--- src/rtl/pas_pkg.sv ---
// constants for the phase alignment search controller
// assumes a byte-wide register port fed by the serial interface core
package pas_pkg;
  localparam logic [7:0] REG_SEARCH_CTRL = 8'h2F;
  localparam logic [7:0] REG_DUTY_CTRL = 8'h30;
  localparam logic [7:0] SEARCH_CTRL_RST = 8'h0B;
  localparam logic [7:0] DUTY_CTRL_RST = 8'h00;
  localparam int ACC_BIT = 7;
  localparam int SERR_BIT = 6;
  localparam int TERR_BIT = 5;
  localparam int MARGIN_MSB = 4;
  localparam int DCC_BIT = 7;
  localparam int STEP_DIR_BIT = 6;
  localparam int TRIM_MSB = 5;
  localparam int MARGIN_SCALE = 8;
  localparam int LOOSE_TOL = 2;
  localparam logic [1:0] MODE_SEARCH_TRACK = 2'h0;
  localparam logic [1:0] MODE_TRACK_ONLY = 2'h1;
  localparam logic [1:0] MODE_SEARCH_ONLY = 2'h2;
  typedef enum logic [1:0] {
    ST_IDLE = 2'h0,
    ST_SEARCH = 2'h1,
    ST_TRACK = 2'h3,
    ST_HALT = 2'h2
  } pas_state_t;
endpackage

--- src/rtl/pas_ctrl.sv ---
// phase alignment search controller: config registers, search and track
// assumes byte register writes from the serial core and one measured
// phase per meas_valid pulse, taken at the current delay_code
//
// Contract
// - accuracy 0 allows two codes, 1 exact
// - search error: 0 halts, 1 restarts
// - track error: 0 continues, 1 resets
// - margin field times eight, default eleven
// - alternate until one side hits margin
// - both margins hit: alternate inside margin
// - search fails at delay range endpoint
// - duty bit 7 enables duty correction
// - mode: search+track, track, search, invalid
// - enable 0 manual, 1 automatic
`timescale 1ns/100ps
module pas_ctrl #(
  parameter int DW = 10,
  parameter int PW = 4
) (
  input wire logic clk,
  input wire logic rstn,
  input wire logic reg_wr,
  input wire logic [7:0] reg_addr,
  input wire logic [7:0] reg_wdata,
  input wire logic phase_align_enable,
  input wire logic [1:0] mode,
  input wire logic [DW-1:0] manual_delay,
  input wire logic [PW-1:0] target_phase,
  input wire logic [PW-1:0] meas_phase,
  input wire logic meas_valid,
  output logic [7:0] reg_rdata,
  output logic [DW-1:0] delay_code,
  output logic search_locked,
  output logic search_failed,
  output logic dcc_enable,
  output logic factory_step_dir,
  output logic [5:0] factory_manual_trim
);
  // the largest margin of 248 codes must leave room below the top code
  if (DW < 9 || PW < 2) begin : g_bad_param
    $error("pas_ctrl: DW must be >= 9, PW >= 2");
  end

  localparam logic [DW-1:0] MAX_CODE = {DW{1'b1}};
  localparam logic [DW-1:0] MID_CODE = {1'b1, {(DW-1){1'b0}}};

  logic [7:0] search_ctrl_reg;
  logic [7:0] duty_ctrl_reg;
  pas_pkg::pas_state_t state_reg;
  logic [DW-1:0] up_ptr_reg;
  logic [DW-1:0] dn_ptr_reg;
  logic [DW-1:0] start_reg;
  logic dir_up_reg;
  logic inner_reg;

  // register writes; reads return zero for unmapped offsets
  always_ff @(posedge clk or negedge rstn) begin
    if (!rstn) begin
      search_ctrl_reg <= pas_pkg::SEARCH_CTRL_RST;
      duty_ctrl_reg <= pas_pkg::DUTY_CTRL_RST;
    end else if (reg_wr) begin
      if (reg_addr == pas_pkg::REG_SEARCH_CTRL) search_ctrl_reg <= reg_wdata;
      if (reg_addr == pas_pkg::REG_DUTY_CTRL) duty_ctrl_reg <= reg_wdata;
    end
  end

  always_ff @(posedge clk or negedge rstn) begin
    if (!rstn) begin
      reg_rdata <= 8'h00;
    end else begin
      case (reg_addr)
        pas_pkg::REG_SEARCH_CTRL: reg_rdata <= search_ctrl_reg;
        pas_pkg::REG_DUTY_CTRL: reg_rdata <= duty_ctrl_reg;
        default: reg_rdata <= 8'h00;
      endcase
    end
  end

  always_ff @(posedge clk or negedge rstn) begin
    if (!rstn) begin
      dcc_enable <= 1'b0;
      factory_step_dir <= 1'b0;
      factory_manual_trim <= 6'h00;
    end else begin
      dcc_enable <= duty_ctrl_reg[pas_pkg::DCC_BIT];
      factory_step_dir <= duty_ctrl_reg[pas_pkg::STEP_DIR_BIT];
      factory_manual_trim <= duty_ctrl_reg[pas_pkg::TRIM_MSB:0];
    end
  end

  logic exact_mode;
  logic search_retry;
  logic track_reset;
  logic [DW-1:0] margin_codes;
  logic [DW-1:0] lim_lo;
  logic [DW-1:0] lim_hi;
  logic [PW-1:0] phase_diff;
  logic phase_match;
  logic up_stop;
  logic dn_stop;
  logic at_end;

  assign exact_mode = search_ctrl_reg[pas_pkg::ACC_BIT];
  assign search_retry = search_ctrl_reg[pas_pkg::SERR_BIT];
  assign track_reset = search_ctrl_reg[pas_pkg::TERR_BIT];
  assign margin_codes = DW'(search_ctrl_reg[pas_pkg::MARGIN_MSB:0]) *
                        DW'(pas_pkg::MARGIN_SCALE);
  // inner pass drops the margin so only the true endpoints bound it
  assign lim_lo = inner_reg ? '0 : margin_codes;
  assign lim_hi = inner_reg ? MAX_CODE : MAX_CODE - margin_codes;
  assign phase_diff = (meas_phase > target_phase) ? meas_phase - target_phase
                                                  : target_phase - meas_phase;
  assign phase_match = exact_mode ? (phase_diff == '0)
                                  : (phase_diff <= PW'(pas_pkg::LOOSE_TOL));
  assign up_stop = up_ptr_reg >= lim_hi;
  assign dn_stop = dn_ptr_reg <= lim_lo;
  assign at_end = (delay_code == '0) || (delay_code == MAX_CODE);

  always_ff @(posedge clk or negedge rstn) begin
    if (!rstn) begin
      state_reg <= pas_pkg::ST_IDLE;
      delay_code <= MID_CODE;
      up_ptr_reg <= MID_CODE;
      dn_ptr_reg <= MID_CODE;
      start_reg <= MID_CODE;
      dir_up_reg <= 1'b1;
      inner_reg <= 1'b0;
      search_locked <= 1'b0;
      search_failed <= 1'b0;
    end else if (!phase_align_enable) begin
      // manual operation follows the external delay setting
      state_reg <= pas_pkg::ST_IDLE;
      delay_code <= manual_delay;
      search_locked <= 1'b0;
      search_failed <= 1'b0;
      inner_reg <= 1'b0;
    end else begin
      case (state_reg)
        pas_pkg::ST_IDLE: begin
          search_locked <= 1'b0;
          if (mode == pas_pkg::MODE_SEARCH_TRACK || mode == pas_pkg::MODE_SEARCH_ONLY) begin
            state_reg <= pas_pkg::ST_SEARCH;
            up_ptr_reg <= delay_code;
            dn_ptr_reg <= delay_code;
            start_reg <= delay_code;
            dir_up_reg <= 1'b1;
            inner_reg <= 1'b0;
            search_failed <= 1'b0;
          end else if (mode == pas_pkg::MODE_TRACK_ONLY) begin
            state_reg <= pas_pkg::ST_TRACK;
          end
        end
        pas_pkg::ST_SEARCH: begin
          if (meas_valid) begin
            if (phase_match) begin
              search_locked <= 1'b1;
              state_reg <= (mode == pas_pkg::MODE_SEARCH_ONLY) ? pas_pkg::ST_HALT
                                                               : pas_pkg::ST_TRACK;
            end else if (at_end) begin
              search_failed <= 1'b1;
              if (search_retry) begin
                // restart from the original point, not the failed end
                delay_code <= start_reg;
                up_ptr_reg <= start_reg;
                dn_ptr_reg <= start_reg;
                dir_up_reg <= 1'b1;
                inner_reg <= 1'b0;
              end else begin
                state_reg <= pas_pkg::ST_HALT;
              end
            end else if (up_stop && dn_stop) begin
              inner_reg <= 1'b1;
            end else if (!up_stop && (dn_stop || dir_up_reg)) begin
              up_ptr_reg <= up_ptr_reg + 1'b1;
              delay_code <= up_ptr_reg + 1'b1;
              dir_up_reg <= 1'b0;
            end else begin
              dn_ptr_reg <= dn_ptr_reg - 1'b1;
              delay_code <= dn_ptr_reg - 1'b1;
              dir_up_reg <= 1'b1;
            end
          end
        end
        pas_pkg::ST_TRACK: begin
          if (meas_valid) begin
            if (phase_match) begin
              search_locked <= 1'b1;
            end else if (meas_phase > target_phase && delay_code != '0) begin
              delay_code <= delay_code - 1'b1;
            end else if (meas_phase < target_phase && delay_code != MAX_CODE) begin
              delay_code <= delay_code + 1'b1;
            end else begin
              // target lost at a range end
              search_locked <= 1'b0;
              if (track_reset) begin
                state_reg <= pas_pkg::ST_IDLE;
                delay_code <= MID_CODE;
              end
            end
          end
        end
        pas_pkg::ST_HALT: begin
          if (mode == pas_pkg::MODE_TRACK_ONLY) state_reg <= pas_pkg::ST_TRACK;
        end
        default: state_reg <= pas_pkg::ST_IDLE;
      endcase
    end
  end

  AST_EXACT_LOCK: assert property (@(posedge clk) disable iff (!rstn)
    (state_reg == pas_pkg::ST_SEARCH && phase_align_enable && meas_valid && exact_mode
     && meas_phase != target_phase) |=> !$rose(search_locked))
    else $error("locked on inexact phase in exact mode");
  AST_LOOSE_LOCK: assert property (@(posedge clk) disable iff (!rstn)
    (state_reg == pas_pkg::ST_SEARCH && phase_align_enable && meas_valid && !exact_mode
     && phase_diff <= PW'(2)) |=> search_locked)
    else $error("loose match within two codes did not lock");
  AST_STOP_ON_ERR: assert property (@(posedge clk) disable iff (!rstn)
    (state_reg == pas_pkg::ST_SEARCH && phase_align_enable && meas_valid && !phase_match
     && at_end && !search_retry) |=> state_reg == pas_pkg::ST_HALT && search_failed)
    else $error("search did not halt on error");
  AST_RETRY_ON_ERR: assert property (@(posedge clk) disable iff (!rstn)
    (state_reg == pas_pkg::ST_SEARCH && phase_align_enable && meas_valid && !phase_match
     && at_end && search_retry) |=> state_reg == pas_pkg::ST_SEARCH
     && delay_code == $past(start_reg))
    else $error("search did not restart on error");
  AST_TRACK_ERR: assert property (@(posedge clk) disable iff (!rstn)
    (state_reg == pas_pkg::ST_TRACK && phase_align_enable && meas_valid && !phase_match
     && at_end && ((meas_phase > target_phase) == (delay_code == '0)))
     |=> state_reg == ($past(track_reset) ? pas_pkg::ST_IDLE : pas_pkg::ST_TRACK))
    else $error("track error policy not followed");
  AST_MARGIN_RESET: assert property (@(posedge clk)
    $rose(rstn) |-> search_ctrl_reg[4:0] == 5'h0B && margin_codes == DW'(88))
    else $error("margin default wrong");
  AST_OUTWARD: assert property (@(posedge clk) disable iff (!rstn)
    (state_reg == pas_pkg::ST_SEARCH && phase_align_enable && !inner_reg)
     |-> delay_code >= dn_ptr_reg && delay_code <= up_ptr_reg
     && (dn_ptr_reg >= margin_codes || dn_ptr_reg == start_reg))
    else $error("search stepped into margin before both sides stopped");
  AST_FAIL_AT_END: assert property (@(posedge clk) disable iff (!rstn)
    $rose(search_failed) |-> $past(delay_code) == '0 || $past(delay_code) == MAX_CODE)
    else $error("search failed away from endpoint");
  AST_DCC: assert property (@(posedge clk) disable iff (!rstn)
    (reg_wr && reg_addr == pas_pkg::REG_DUTY_CTRL) |=> ##1 dcc_enable == $past(reg_wdata[7], 2))
    else $error("duty correction enable does not follow bit 7");
  AST_MANUAL: assert property (@(posedge clk) disable iff (!rstn)
    !phase_align_enable |=> delay_code == $past(manual_delay) && state_reg == pas_pkg::ST_IDLE)
    else $error("manual mode does not follow manual delay");
  AST_INVALID_MODE: assert property (@(posedge clk) disable iff (!rstn)
    (state_reg == pas_pkg::ST_IDLE && phase_align_enable && mode == 2'h3)
     |=> state_reg == pas_pkg::ST_IDLE)
    else $error("invalid mode left idle");
endmodule

--- config.mk ---
export PLATFORM = sky130hd
export DESIGN_NAME = pas_ctrl
export DESIGN_NICKNAME = d
export VERILOG_FILES = /design/src/rtl/pas_pkg.sv /design/src/rtl/pas_ctrl.sv
export SDC_FILE = /design/constraint.sdc
export NUM_CORES = 1
export LEC_CHECK = 0
export BUFFER_PORTS_ARGS = -buffer_cell sky130_fd_sc_hd__buf_2
export CAP_MARGIN = 20
export CORE_UTILIZATION = 61
export CTS_BUF_LIST = sky130_fd_sc_hd__clkbuf_8
export CTS_CLUSTER_SIZE = 8
export DETAILED_ROUTE_END_ITERATION = 16
export MAX_ROUTING_LAYER = met4
export PLACE_DENSITY = 0.84
export SLEW_MARGIN = 20
export SYNTH_ARGS = -nofsm -noshare
export SYNTH_HDL_FRONTEND = slang
export SYNTH_SLANG_ARGS = --single-unit
--- constraint.sdc ---
create_clock -name clk -period 3.45 [get_ports clk]
set_clock_uncertainty 0.05 [all_clocks]
set_input_delay 0.345 -clock clk [delete_from_list [all_inputs] [get_ports clk]]
set_output_delay 0.345 -clock clk [all_outputs]
set_load 0.02 [all_outputs]
==> flow_summary.toml, run 1 <==
[outcome]
status = "finished clean"

[synthesis]
synth-seq-cells = 78
synth-edff-count = 0
synth_area_um2 = 5350
ys.flop_type = "dfrtp_1"
avgSynthCellArea_um2 = 9.19
yosysTopAreaCellShare_pct = 32.7
synth_nets = 651
ys_seq_area_share_pct = 36.7
synth_cells = 582
synth_top_area_cell = "dfrtp_1"
async_flop_share_pct = 100
yosysUniqueCellTypes = 71
synth_warnings = 0
synth.area.top_cells = "dfrtp_1 33%, ha_1 6.1%, mux2_2 5.5%"

[cts]
clk-insertion-delay-late_ps = 370
cts_hold_buf = 0
cts_tree = "done"
cts.clk_slew.worst_paths_ps = 90
cts_buffers = 9
clockBufferDepth = 2
root_buffer = "clkbuf_8"
cts_htree_levels = 3
clock-sinks = 78

[timing]
slew-limit-headroom_pct = 34.5
setup_tns_ps = 0
setup_viol = 0
max_freq_mhz = 299
hold_viol_final = 0
grt_setup_unrepaired = "no"
timing.final.max_slew_violations = 0
fin_crit_sh_pct = 96.8
period_needed_ps = 3340
worstMarginPinSlew_ps = 982

[global_route]
grt_pass1_wl_um = 23700
overflow = 0
grt_antenna_before_repair = 0
grt_max_degree = 79
grt_pass1_vias = 4835
grt_use_total_pct = 35.2

[detailed_routing]
num_vias = 4987
totalWireLength_um = 14500
via_per_inst = 6.55
first_pass_iters = 5
ant_nets = 0
drtIter0Drc = 374
drc = 0
wl_per_cell_um = 19.1

[job]
cap_violations = 0

[floorplan]
die_h_um = 95.7
dieArea_um2 = 9150
initial_core_util_pct = 64.2
die_x_um = 95.7
floorplan.rows = 33
top_level_ports = 69
core_um2 = 8340

[final_layout]
area_growth_pct = 13.8
num_antenna_cells = 0
stdcell_area_um2 = 6090
layout.nets = 720
drive_gt1_share_pct = 24.1

[place]
dp_hpwl_um = 10300
placed_area_um2 = 5850
io_buffers = 68
gp_congestion = 0.904

[power_and_ir_drop]
p_per_area_nw_per_um2 = 735
switchingPower_mw = 1.99
p_int_mw = 2.48
pwr-share-clk_pct = 18.0
leakage_nw = 2.75
comb_power_share_pct = 46.5
vdd_drop_max_mv = 0.397
switching_share_pct = 44.6
seqPwrFrac_pct = 35.5

[hold_path]
hold_class = "primary input to async pin"

[critical_path]
critPathArrivalTime_ps = 3540
worstSetupEndpointType = "flop"
start_kind = "flop"
worstPathRequired_ps = 3650
crit_path_max_fanout = 8
crit_type = "flop to flop"
-- synth_stat cells (7+ instances only) --
| cell | n |
|---|---|
| xnor2_1 | 14 |
| mux2_2 | 26 |
| a221oi_1 | 7 |
| o2bb2ai_1 | 8 |
| a31oi_1 | 13 |
| xor2_1 | 8 |
| inv_1 | 31 |
| dfrtp_1 | 70 |
| dfstp_2 | 8 |
| nand2_1 | 50 |
| ha_1 | 26 |
| o211ai_1 | 16 |
| clkbuf_1 | 25 |
| nor3_1 | 13 |
| nand2b_1 | 8 |
| a21oi_1 | 30 |
| nor2_1 | 32 |
| nand3_1 | 27 |
| o21ai_0 | 35 |
| a22o_1 | 13 |
| nor2b_1 | 14 |
-- power groups by stage --
stage               clock network (mW)  logic, mW  registers (mW)
floorplan                            0       1.50            1.48
detailed placement                   0       2.01            1.58
CTS                              0.808       2.03            1.57
global placement                     0       1.93            1.57
global route                     0.842       2.28            1.63
finish                           0.807       2.08            1.59
-- cell families after synthesis --
| logic type | share of synthesized area, % |
|---|---|
| simple gates | 18.4 |
| compound gates | 22.6 |
| flops | 36.7 |
| buf+inv | 4.86 |
| mux | 6.64 |
| fa+ha+maj | 7.20 |
| xor+xnor | 3.60 |
-- area by class of cell --
class,instances,area [um2]
Clock inverter,7,103
Sequential cell,78,1960
Multi-Input combinational cell,439,3130
Timing Repair Buffer,92,523
Tap cell,105,131
Clock buffer,9,124
Inverter,31,116
Fill cell,618,2250
-- per-stage QoR --
| stage | utilization (%) | worst slack (ps) | instances | hold WS, ps | total power [mW] |
|---|---|---|---|---|---|
| 3_3_place_gp | 70.1 | 136 | 743 | 327 | 3.50 |
| 2_1_floorplan | - | 392 | 582 | -0.591 | 2.98 |
| 3_5_place_dp | 70.1 | 2.40 | 743 | 332 | 3.59 |
| 4_1_cts | 72.8 | 129 | 759 | 121 | 4.41 |
| 5_1_grt | 73.0 | 7.13 | 761 | 167 | 4.74 |
| 6_report | 73.0 | 111 | 761 | 71.8 | 4.48 |
-- cells in the final DEF (no fill, tap or decap), drive strengths merged, types with 7 or more instances in the layout --
master   instances
a21oi           30
o2bb2ai          8
nor2b           14
xor2             8
inv             35
buf             92
o21ai           36
a221oi           7
nand3           27
a22o            13
nand2b           8
clkbuf           9
nor2            32
o211ai          16
ha              26
mux2            28
dfrtp           70
nand2           52
nor3            15
xnor2           14
a31oi           13
dfstp            8
-- layer usage --
layer	vias up	global-route usage, %	wire [um]
li1	2283	-	-
met1	2380	44.1	5960
met2	279	57.5	7160
met3	45	3.83	1010
met4	0	15.9	391
met5	-	-	0
-- final timing paths --
check	from	end	slack [ps]	cells after the start
worst min-delay path	rstn	state_reg[1]$_DFFE_PN0P_	70	1
worst max register to register	search_ctrl_reg[3]$_DFFE_PN1P_	dn_ptr_reg[8]$_DFFE_PN0P_	110	12
max in group asynchronous	rstn	up_ptr_reg[6]$_DFFE_PN0P_	2630	1
worst max-delay path	search_ctrl_reg[3]$_DFFE_PN1P_	dn_ptr_reg[8]$_DFFE_PN0P_	110	12
worst min register to register	duty_ctrl_reg[4]$_DFFE_PN0P_	factory_manual_trim[4]$_DFF_PN0_	360	0
min in group clk	reg_wdata[2]	duty_ctrl_reg[2]$_DFFE_PN0P_	170	2
-- repair_timing --
| item | 4_1_cts | 5_1_grt |
|---|---|---|
| setup buffers | 0 | 2 |
| endpoints found under the setup margin | 0 | 7 |
| resized for setup | 0 | 1 |
-- worst max-delay path: stages, from the launching register on --
cell	delay [ps]
dfstp_2	550
nor2b_1	270
inv_1	80
ha_1	280
nand4bb_1	150
or3_1	360
o21ai_0	100
buf_4	170
or3b_4	410
nand2_4	110
o31ai_4	90
and2_2	280
mux2_1	320
Power figures use the tool's default switching activity.
==> run 2, diff against run 1 <==
--- a/config.mk
+++ b/config.mk
@@ -8,7 +8,7 @@
 export BUFFER_PORTS_ARGS = -buffer_cell sky130_fd_sc_hd__buf_2
 export CAP_MARGIN = 20
 export CORE_UTILIZATION = 61
-export CTS_BUF_LIST = sky130_fd_sc_hd__clkbuf_8
+export CTS_BUF_LIST = sky130_fd_sc_hd__clkbuf_4
 export CTS_CLUSTER_SIZE = 8
 export DETAILED_ROUTE_END_ITERATION = 16
 export MAX_ROUTING_LAYER = met4
==> flow_summary.toml, run 2 (same netlist as run 1, synthesis figures left out) <==
[outcome]
status = "complete, but fails checks"
violations = "negative hold slack"

[timing]
timing.final.max_slew_violations = 0
period_needed_ps = 3320
setup_tns_ps = 0
grt_setup_unrepaired = "no"
max_freq_mhz = 301
worstMarginPinSlew_ps = 996
whs_ps = -12.5
hold_viol_final = 5
slew-limit-headroom_pct = 33.6
fin_crit_sh_pct = 96.2
setup_viol = 0
finalWorstSetupSlack_ps = 133

[final_layout]
drive_gt1_share_pct = 24.1
mostFrequentLayoutCell = "dfrtp_1"
num_antenna_cells = 0
layout.nets = 720
layout.cells.most_common_list = "70 x dfrtp_1, 67 x buf_2, 50 x nand2_1, 34 x o21ai_0, 32 x nor2_1"
fillers = 632
area_growth_pct = 12.7

[power_and_ir_drop]
p_int_mw = 2.37
p_per_area_nw_per_um2 = 716
leakage_nw = 2.72
vdd_drop_max_mv = 0.365
seqPwrFrac_pct = 36.7
comb_power_share_pct = 47.7
pwr-share-clk_pct = 15.6
switchingPower_mw = 1.95
switching_share_pct = 45.2

[critical_path]
worstSetupEndpointType = "flop"
critPathArrivalTime_ps = 3610
start_kind = "flop"
crit_type = "flop to flop"
crit_cells = 12
r2r_slack_ps = 130
crit_end = "dn_ptr_reg[8]$_DFFE_PN0P_"
critPathTopFamily = "simple AND/OR/NAND/NOR gates"
crit_chain = "nor2b_1 -> inv_1 -> ha_1 -> nand4bb_1 -> or3_1 -> o21ai_0 -> buf_4 -> or3b_4 -> nand2_4 -> o31ai_4 -> and2_2 -> mux2_1"
crit_start = "search_ctrl_reg[3]$_DFFE_PN1P_"
r2r-end = "dn_ptr_reg[8]$_DFFE_PN0P_"
worstRegToRegCells = 12
r2r_start = "search_ctrl_reg[3]$_DFFE_PN1P_"
crit_path_top_delay_cell = "dfstp_2"
worstPathRequired_ps = 3740
path_buf_inv = 2
max_stage_delay_ps = 570
crit_path_max_fanout = 8

[global_route]
grt_use_total_pct = 34.2
grt_antenna_before_repair = 0
overflow = 0
grt_pass1_wl_um = 23100
grt_max_degree = 79
grt_pass1_vias = 4768

[cts]
cts_buffers = 9
clock-sinks = 78
cts_hold_buf = 0
cts_htree_levels = 3
clk-insertion-delay-late_ps = 450
root_buffer = "clkbuf_4"
clockBufferDepth = 2
cts_tree = "done"
cts.clk_slew.worst_paths_ps = 140

[floorplan]
dieArea_um2 = 9150
core_um2 = 8340
die_x_um = 95.7
floorplan.rows = 33
initial_core_util_pct = 64.2
top_level_ports = 69
die_h_um = 95.7

[detailed_routing]
wl_per_cell_um = 18.5
first_pass_iters = 5
via_per_inst = 6.43
totalWireLength_um = 14100
drc = 0
num_vias = 4897
ant_nets = 0
drtIter0Drc = 349

[hold_path]
hold_class = "primary input to async pin"

[place]
gp_congestion = 0.904
dp_hpwl_um = 10300
io_buffers = 68
place_ws_ps = 2.40

[job]
cap_violations = 0
run 2: cell types whose count changed in the layout (fill, tap and decap cells not counted):
cell / previous run / this run
clkbuf_8: 9 / 0
clkbuf_4: 0 / 9
run 2: through the flow:
step                      cell area (um2)  hold WS (ps)  util (%)  std cells  total power, mW
final                                6030         -12.5      72.3        761             4.32
after global routing                 6030          55.1      72.3        761             4.60
after CTS                            6020          25.2      72.1        759             4.26
after detailed placement             5850           332      70.1        743             3.59
after global placement               5850           327      70.1        743             3.50
after floorplan                      5350        -0.591         -        582             2.98
run 2: routing by layer:
metal | global-route usage [%] | vias to the layer above | part of all wire [%]
met5 | - | - | 0
met4 | 13.9 | 0 | 2.1
met3 | 5.50 | 31 | 5.4
met2 | 55.1 | 208 | 50
met1 | 42.9 | 2372 | 43
li1 | - | 2286 | -
run 2: final cells by class:
cell class	instances	area [um2]	share of cell area, %
multi-input combinational	439	3130	51.9
sequential	78	1960	32.5
timing repair buffer	92	523	8.67
tap	105	131	2.18
inverter	31	116	1.93
clock inverter	7	103	1.70
clock buffer	9	67.6	1.12
run 2: worst min-delay path by stage:
stage / start / end / slack [ps] / cells after the start
floorplan: rstn / dcc_enable$_DFF_PN0_ / -0.6 / 0
detailed placement: duty_ctrl_reg[5]$_DFFE_PN0P_ / factory_manual_trim[5]$_DFF_PN0_ / 330 / 0
finish: rstn / state_reg[0]$_DFFE_PN0P_ / -10 / 1
global placement: duty_ctrl_reg[3]$_DFFE_PN0P_ / factory_manual_trim[3]$_DFF_PN0_ / 330 / 0
global route: rstn / state_reg[1]$_DFFE_PN0P_ / 60 / 1
CTS: rstn / delay_code[1]$_DFFE_PN0P_ / 30 / 1
run 2: power by group through the flow:
stage | clock network (mW) | registers (mW) | logic (mW)
after floorplan | 0 | 1.48 | 1.50
after global placement | 0 | 1.57 | 1.93
after detailed placement | 0 | 1.58 | 2.01
after CTS | 0.677 | 1.57 | 2.02
after global routing | 0.714 | 1.62 | 2.26
final | 0.673 | 1.58 | 2.06
run 2: what timing repair did:
item | CTS | global route
setup buffers | 0 | 2
endpoints found under the setup margin | 0 | 7
gates resized for setup | 0 | 1
run 2: worst reg2reg max path: cells and delay by family, from the launching register on:
family / cells / cell delay, ps
flops: 1 / 570
compound gates: 2 / 180
fa+ha+maj: 1 / 280
buf+inv: 2 / 240
mux: 1 / 320
simple gates: 6 / 1590
